===== src/include/eht_defines.svh =====
// Offsets, field layout, reset values and sizes of the echo hybrid tap registers
`ifndef EHT_DEFINES_SVH
`define EHT_DEFINES_SVH

`define EHT_ADDR_W        8
`define EHT_WEIGHT_W      8
`define EHT_WEIGHT_MSB    7
`define EHT_WEIGHT_LSB    0
`define EHT_FILTER_TAPS   8
`define EHT_TAP_COUNT     4
`define EHT_TAP_IDX_W     2
`define EHT_TAP1_ADDR     8'h2d
`define EHT_TAP2_ADDR     8'h2e
`define EHT_TAP3_ADDR     8'h2f
`define EHT_TAP4_ADDR     8'h30
`define EHT_TAP1_RESET    8'h00
`define EHT_TAP2_RESET    8'h00
`define EHT_TAP3_RESET    8'h00
`define EHT_TAP4_RESET    8'h00
`define EHT_UNMAPPED_DATA 8'h00

`endif


===== src/include/eht_pkg.sv =====
// Types shared by the echo hybrid tap block
package eht_pkg;
`include "eht_defines.svh"

    typedef logic [`EHT_ADDR_W-1:0]    eht_addr_t;
    typedef logic [`EHT_WEIGHT_W-1:0]  eht_weight_t;
    typedef logic [`EHT_TAP_IDX_W-1:0] eht_tap_idx_t;

endpackage : eht_pkg


===== src/logic/eht_tap_coef.sv =====
// One tap coefficient register with its stage-active flag
`timescale 1ns/1ps
`include "eht_defines.svh"

module eht_tap_coef
    import eht_pkg::*;
#(
    parameter eht_weight_t RESET_VAL = `EHT_TAP1_RESET
)(
    input  wire logic        i_clk,
    input  wire logic        i_rst,
    input  wire logic        i_wr_en,
    input  wire eht_weight_t i_wr_data,
    output eht_weight_t      o_weight,
    output logic             o_active
);

    eht_weight_t next_weight;
    logic        next_active;

    always_comb
    begin
        next_weight = o_weight;
        if (i_wr_en)
        begin
            next_weight = i_wr_data;
        end
        next_active = (next_weight != '0);
    end

    always_ff @(posedge i_clk or posedge i_rst)
    begin
        if (i_rst)
        begin
            o_weight <= RESET_VAL;
            o_active <= 1'b0;
        end
        else
        begin
            o_weight <= next_weight;
            o_active <= next_active;
        end
    end

endmodule : eht_tap_coef


===== src/logic/eht_taps.sv =====
// Coefficient registers and stage weights for hybrid filter taps one to four
`timescale 1ns/1ps
`include "eht_defines.svh"

// Behaviour
// - Hybrid filter has eight host-programmed tap weights
// - Register 0x2d weights the first stage
// - Register 0x2e weights the second stage
// - Register 0x2f weights the third stage
// - Register 0x30 weights the fourth stage
// - All-zero coefficient makes its stage inactive
// - All four coefficients reset to zero
// - Each coefficient is 8-bit read/write, reads back
module eht_taps
    import eht_pkg::*;
(
    input  wire logic                      i_clk,
    input  wire logic                      i_rst,
    input  wire eht_addr_t                 i_reg_addr,
    input  wire logic                      i_reg_wr,
    input  wire eht_weight_t               i_reg_wdata,
    input  wire logic                      i_reg_rd,
    output eht_weight_t                    o_reg_rdata,
    output logic                           o_reg_rvalid,
    output logic                           o_reg_hit,
    output eht_weight_t                    o_first_tap_weight,
    output eht_weight_t                    o_second_tap_weight,
    output eht_weight_t                    o_third_tap_weight,
    output eht_weight_t                    o_fourth_tap_weight,
    output logic [`EHT_TAP_COUNT-1:0]      o_tap_active
);

    localparam eht_addr_t TAP_ADDR [`EHT_TAP_COUNT] = '{
        `EHT_TAP1_ADDR, `EHT_TAP2_ADDR, `EHT_TAP3_ADDR, `EHT_TAP4_ADDR
    };
    localparam eht_weight_t TAP_RESET [`EHT_TAP_COUNT] = '{
        `EHT_TAP1_RESET, `EHT_TAP2_RESET, `EHT_TAP3_RESET, `EHT_TAP4_RESET
    };

    eht_weight_t                weights [`EHT_TAP_COUNT];
    logic [`EHT_TAP_COUNT-1:0]  active;
    logic [`EHT_TAP_COUNT-1:0]  wr_sel;
    eht_weight_t                next_rdata;
    logic                       next_rvalid;
    logic                       next_hit;

    // Address decode shared by the write and read paths
    function automatic logic tap_hit(input eht_addr_t addr, output eht_tap_idx_t idx);
        logic hit;
        hit = 1'b0;
        idx = '0;
        for (int k = 0; k < `EHT_TAP_COUNT; k++)
        begin
            if (addr == TAP_ADDR[k])
            begin
                hit = 1'b1;
                idx = k[`EHT_TAP_IDX_W-1:0];
            end
        end
        return hit;
    endfunction : tap_hit

    // Write strobes, one per coefficient
    always_comb
    begin
        eht_tap_idx_t widx;
        logic         whit;
        widx   = '0;
        wr_sel = '0;
        whit   = tap_hit(i_reg_addr, widx);
        if (i_reg_wr && whit)
        begin
            wr_sel[widx] = 1'b1;
        end
    end

    // Coefficient storage, first four of the eight taps
    generate
        for (genvar t = 0; t < `EHT_TAP_COUNT; t++)
        begin : g_tap
            eht_tap_coef #(
                .RESET_VAL (TAP_RESET[t])
            ) u_coef (
                .i_clk     (i_clk),
                .i_rst     (i_rst),
                .i_wr_en   (wr_sel[t]),
                .i_wr_data (i_reg_wdata),
                .o_weight  (weights[t]),
                .o_active  (active[t])
            );
        end
    endgenerate

    // Stage weights to the echo-reduction datapath
    assign o_first_tap_weight  = weights[0];
    assign o_second_tap_weight = weights[1];
    assign o_third_tap_weight  = weights[2];
    assign o_fourth_tap_weight = weights[3];
    assign o_tap_active        = active;

    // Read path, data one cycle after the strobe
    always_comb
    begin
        eht_tap_idx_t ridx;
        logic         rhit;
        ridx        = '0;
        rhit        = tap_hit(i_reg_addr, ridx);
        next_rvalid = i_reg_rd;
        next_hit    = i_reg_rd && rhit;
        next_rdata  = `EHT_UNMAPPED_DATA;
        if (i_reg_rd && rhit)
        begin
            next_rdata = weights[ridx];
        end
    end

    always_ff @(posedge i_clk or posedge i_rst)
    begin
        if (i_rst)
        begin
            o_reg_rdata  <= `EHT_UNMAPPED_DATA;
            o_reg_rvalid <= 1'b0;
            o_reg_hit    <= 1'b0;
        end
        else
        begin
            o_reg_rdata  <= next_rdata;
            o_reg_rvalid <= next_rvalid;
            o_reg_hit    <= next_hit;
        end
    end
endmodule : eht_taps


===== config.mk =====
export PLATFORM = sky130hd
export DESIGN_NAME = eht_taps
export DESIGN_NICKNAME = d
export VERILOG_FILES = /design/src/include/eht_pkg.sv /design/src/logic/eht_tap_coef.sv /design/src/logic/eht_taps.sv
export VERILOG_INCLUDE_DIRS = /design/src /design/src/include
export SDC_FILE = /design/constraint.sdc
export NUM_CORES = 1
export LEC_CHECK = 0
export BUFFER_PORTS_ARGS = -buffer_cell sky130_fd_sc_hd__buf_2
export CORE_MARGIN = 1
export CORE_UTILIZATION = 50
export CTS_CLUSTER_SIZE = 24
export DETAILED_ROUTE_END_ITERATION = 16
export PLACE_DENSITY = 0.81
export SLEW_MARGIN = 30
export SYNTH_ARGS = -nofsm -noshare
export SYNTH_HDL_FRONTEND = slang
export SYNTH_SLANG_ARGS = --single-unit

===== constraint.sdc =====
create_clock -name i_clk -period 1.5 [get_ports i_clk]
set_input_delay 0.075 -clock i_clk [delete_from_list [all_inputs] [get_ports i_clk]]
set_output_delay 0.075 -clock i_clk [all_outputs]
set_load 0.1 [all_outputs]

### Word-level counts from Yosys, hierarchy flattened

Index checks and enable logic that the tools add are counted.

| storage, ports and cells | value |
|---|---|
| bits in read-only memories | 0 |
| latch bits | 0 |
| memories kept | 0 |
| bits in writable memories | 0 |
| register bits | 46 |
| logic and storage cells | 44 |
| output and inout bits | 46 |
| bits of input ports | 20 |

| cells by class | value |
|---|---|
| divide/modulo/power cells | 0 |
| multiplexer cells | 18 |
| equal/unequal tests | 4 |
| order comparisons | 3 |
| shifts and indexed selects | 0 |
| reductions and logical operators | 7 |
| add/sub/neg operators | 0 |
| multiply operators | 0 |
| bitwise logic cells | 1 |

Operator list:

| kind | count |
|---|---|
| 8-bit 2-to-1 mux | 7 |
| 8-bit by 6-bit == test with 1-bit output (second input constant) | 4 |
| 8-bit nonzero test | 4 |
| 8-bit binary-select mux with 2-bit select | 1 |
| 1-bit 2-to-1 mux | 6 |
| 2-bit 2-to-1 mux | 2 |
| 4-bit 2-to-1 mux | 1 |
| 3-bit greater-or-equal comparator (second input constant) | 1 |
| 1-bit logical AND | 3 |
| 2-bit by 3-bit < comparator with 1-bit output (second input constant) | 1 |
| 2-bit NOT with 3-bit output | 1 |
| 1-bit demux with 2-bit select | 1 |
| 2-bit by 1-bit greater-or-equal comparator with 1-bit output (second input constant) | 1 |

### Logic depth before layout (Yosys ltp)

| logic depth | value |
|---|---|
| depth after elaboration | 11 |
| gate-level depth with buffers | 6 |
| gate-level depth less buffers | 4 |

### By module

A second synthesis with hierarchy kept.

| unflattened totals | value |
|---|---|
| cells, all modules | 180 |
| area total of the unflattened synthesis | 2239.6 um^2 |

By module, submodules not included:

| module | instances | cells each | sequential area each (um^2) | area an instance (um^2) |
|---|---|---|---|---|
| eht_tap_coef | 4 | 27 | 225.2 | 382.9 |
| eht_taps | 1 | 72 | 250.2 | 708.2 |

### Worst setup path before layout

No wires, ideal clock.

| timing path | value |
|---|---|
| path type | reg2reg |
| start | register g_tap[0].u_coef.o_weight[7] |
| end | register g_tap[0].u_coef.o_active |
| buffers on the path | 0 |
| arrival | 1430 ps |
| setup slack | -55 ps |
| cell stages (with the launch flop) | 4 |
| library setup time | 125 ps |
| required time | 1375 ps |
| cells stage by stage | dfrtp_1 > nor4_1 > nand2_1 > mux2_2 |

| between the ends | value |
|---|---|
| cells in the longest elaborated chain, start to end | 2 |

Ends and longest elaborated chain:

| item | line | text |
|---|---|---|
| from (decl) | eht_tap_coef.sv:14 | `output eht_weight_t o_weight,` |
| from (signal assigned) | eht_tap_coef.sv:40 | `o_weight <= next_weight;` |
| 8-bit 2-to-1 mux | eht_tap_coef.sv:24 | `if (i_wr_en)` |
| 8-bit nonzero test | eht_tap_coef.sv:28 | `next_active = (next_weight != '0);` |
| named net g_tap[0].u_coef.next_active | eht_tap_coef.sv:19 | `logic next_active;` |
| to (signal assigned) | eht_tap_coef.sv:41 | `o_active <= next_active;` |
| to (decl) | eht_tap_coef.sv:15 | `output logic o_active` |

The timed path passes the listed nets, and every way through them passes these cells.

### Worst setup path in the final report

| timing path | value |
|---|---|
| start | input i_reg_addr[1] |
| end | register g_tap[3].u_coef.o_weight[2] |

| between the ends | value |
|---|---|
| cells in the longest elaborated chain, start to end | 10 |
| elaborated cells on any way between the ends | 19 |

Ends and longest elaborated chain:

| item | line | text |
|---|---|---|
| from (decl) | eht_taps.sv:19 | `input wire eht_addr_t i_reg_addr,` |
| 8-bit by 6-bit == test with 1-bit output | eht_taps.sv:54 | `if (addr == TAP_ADDR[k])` |
| 1-bit 2-to-1 mux | eht_taps.sv:54 |  |
| 2-bit 2-to-1 mux (2 in a row) | eht_taps.sv:54 |  |
| 2-bit by 3-bit < comparator with 1-bit output (implied by the code) / 2-bit by 1-bit greater-or-equal comparator with 1-bit output (equally long branches) | eht_taps.sv:73 | `wr_sel[widx] = 1'b1;` |
| 1-bit logical AND (implied by the code) | eht_taps.sv:73 |  |
| 1-bit 2-to-1 mux (implied by the code) | eht_taps.sv:73 |  |
| 1-bit demux with 2-bit select | eht_taps.sv:73 |  |
| 4-bit 2-to-1 mux * | eht_taps.sv:71 | `if (i_reg_wr && whit)` |
| 8-bit 2-to-1 mux * | eht_tap_coef.sv:24 |  |
| named net g_tap[3].u_coef.next_weight[2] | eht_tap_coef.sv:18 | `eht_weight_t next_weight;` |
| to (signal assigned) | eht_tap_coef.sv:40 |  |
| to (decl) | eht_tap_coef.sv:14 |  |

Mark *: on every way through the listed nets, which the timed path passes. The rest lies on a longest branch.

==> impl_metrics.yaml <==
grt:
  globalRoute.totalOverflow: 0
  antenna_found_initial: 0
  busiest_layer: "met2"
  track_usage_pct: 25.9
  met2_usage_pct: 38.4
  grt_pass1_wl_um: 8000
  grt_max_degree: 47
  gr-usage-met3_pct: 8.10
  grt_pass1_vias: 1594
  use_met1_pct: 35.1
clocking:
  insertion_delay_ps: 300
  clk_pin_slew_ps: 80
  cts_buffers: 5
  cts_tree: "done"
  clockBufferDepth: 2
  cts_sinks: 46
  postCtsSetupBuffers: 0
  cts_root_buf: "clkbuf_8"
  cts_resized: 0
  htree_levels: 2
route:
  drc_errors: 0
  wl_per_cell_um: 17.1
  route.vias.total: 1600
  drt_iter0_markers: 64
  first_pass_iters: 4
  antenna_left: 0
  vias_per_cell: 5.65
  drt_wl_total_um: 4840
sta:
  post-route-min-period_ps: 1330
  slew_headroom_pct: 63.3
  hold_viol_final: 0
  max_freq_mhz: 749
  setup-violations-final: 0
  holdWs_ps: 76.5
  finalCritPeriodShare_pct: 89.0
  tightest_slew_ps: 551
  drv_slew: 0
  rsz0062_at_grt: "no"
  clock_skew_ps: 4.76
  setup_slack_ps: 166
critical_path:
  crit_required_ps: 1690
  cp_cell_sequence: "buf_2, or4b_4, nor2_1, and3_1, buf_12, mux2_2"
  crit_start: "i_reg_addr[1]"
  critical_path.slowest_cell: "or4b_4"
  critPathMaxStageDelay_ps: 580
  reg2reg_from: "g_tap[1].u_coef.o_weight[2]$_DFF_PP0_"
  cp-end-kind: "register"
  critPathTopFamily: "simple AND/OR/NAND/NOR gates"
  regToRegSetupSlack_ps: 220
  start_kind: "primary input"
  worstPathArrival_ps: 1530
  critical_path_buf_inv_count: 2
  critPathMaxFanout: 9
  path_class: "in2reg"
min_path:
  hold_path.class: "in2reg"
  hold_start: "i_reg_wdata[0]"
placed_design:
  gp_congestion: 0.915
  hpwl_um: 3600
  pre_cts_slack_ps: -151
  placed_cells: 273
  place_area_um2: 2570
  io_buffers: 65
yosys:
  synth_edf_count: 0
  synthesis.nets: 171
  syn_area_per_cell_um2: 13.6
  syn_area_um2: 2060
  yosys_register_bits: 46
  syn_inst: 151
  ys_warn_count: 0
  synth_seq_area_share_pct: 56.0
  ys_types: 27
  ys.flop_type: "dfrtp_1"
  async_reset_ff_share_pct: 100
layout:
  drive_gt1_share_pct: 63.4
  num-fill-cells: 270
  nets: 254
  final_common_cell: "buf_2"
  layout_common_cells: "buf_2 (65), mux2_2 (34), dfrtp_1 (28), dfrtp_2 (18), buf_4 (14)"
  instances_no_fill: 283
  fin_area_um2: 2680
  syn_to_final_growth_pct: 30.4
  diodes: 0
floorplanning:
  ioPinCount: 66
  start_util_pct: 54.2
  rows: 22
  coreArea_um2: 3800
  die_w_um: 66.1
  dieArea_um2: 4370
  die_h_um: 66.1
pwr:
  leakage_nw: 1.36
  power.density_nw_per_um2: 1120
  ir_drop_v: 0.000797
run:
  cap_violations: 0
run_status:
  outcome: "finished clean"
[stage by stage]
step / setup TNS [ps] / utilization (%) / power, W
floorplan: -159 / - / 0.00211
global placement: -3290 / 67.6 / 0.00224
detailed placement: -3900 / 67.6 / 0.00225
CTS: 0 / 70.6 / 0.00303
global route: 0 / 70.6 / 0.00313
finish: 0 / 70.6 / 0.00301
[worst reg2reg max path, stage by stage (launching register included)]
cell	delay, ps
dfrtp_2	430
nor4_1	380
nand2_1	90
mux2_2	280
[repair_timing]
action	CTS	global route
endpoints found under the hold margin	47	0
hold buffers	2	0
setup endpoints to repair	0	0
[routing by layer]
metal / share of wire (%) / vias to the layer above
met5: 0 / -
met4: 2.0 / 0
met3: 6.1 / 10
met2: 48 / 62
met1: 44 / 790
li1: - / 738
[logic make-up (layout without fill, tap and decap cells)]
logic type	after synthesis	in the layout	synth area share, %
buf+inv	10	94	2.86
simple gates	31	31	10.4
mux	43	43	23.1
compound gates	21	21	7.73
flops	46	46	56.0
[cell usage after synthesis, types with 2 or more instances]
master / number / area, µm²
nand3_1: 2 / 10.0
o22ai_1: 10 / 62.6
nand2_1: 5 / 18.8
nor2_1: 3 / 11.3
buf_4: 5 / 37.5
nor4_1: 10 / 62.6
inv_1: 3 / 11.3
a22oi_1: 8 / 60.1
buf_2: 2 / 10.0
mux2_2: 34 / 383
dfrtp_1: 46 / 1150
mux2i_1: 8 / 80.1
[report_power, final]
group / internal, W / switching (W) / total, W
registers: 0.00131 / 0.0000526 / 0.00137
logic: 0.000176 / 0.000691 / 0.000867
clock network: 0.000370 / 0.000408 / 0.000778
total: 0.00186 / 0.00115 / 0.00301
[sequential cells by signal, summed over array words and instances (netlist names)]
| name | count |
|---|---|
| g_tap.u_coef.o_weight | 32 |
| o_reg_rdata | 8 |
| g_tap.u_coef.o_active | 4 |
| o_reg_hit | 1 |
| o_reg_rvalid | 1 |
[worst paths after layout]
| check | to | cells after the start |
|---|---|---|
| max | g_tap[3].u_coef.o_weight[2]$_DFF_PP0_ | 6 |
| max reg2reg | g_tap[1].u_coef.o_active$_DFF_PP0_ | 3 |
| max in group asynchronous | g_tap[3].u_coef.o_weight[5]$_DFF_PP0_ | 4 |
| min | g_tap[0].u_coef.o_weight[0]$_DFF_PP0_ | 2 |
| min in group asynchronous | o_reg_rdata[4]$_DFF_PP0_ | 4 |
| min reg2reg | g_tap[3].u_coef.o_weight[6]$_DFF_PP0_ | 1 |
[layout make-up]
class                   instances  area, µm²  area share, %
flip-flops and latches         46       1170           43.8
repair buffers                 83        490           18.3
clock inverters                 2       12.5          0.467
well taps                      48       60.1           2.24
inverters                       3       11.3          0.420
multi-input cells              95        851           31.7
clock buffers                   6       82.6           3.08
(Power assumes the default switching activity.)
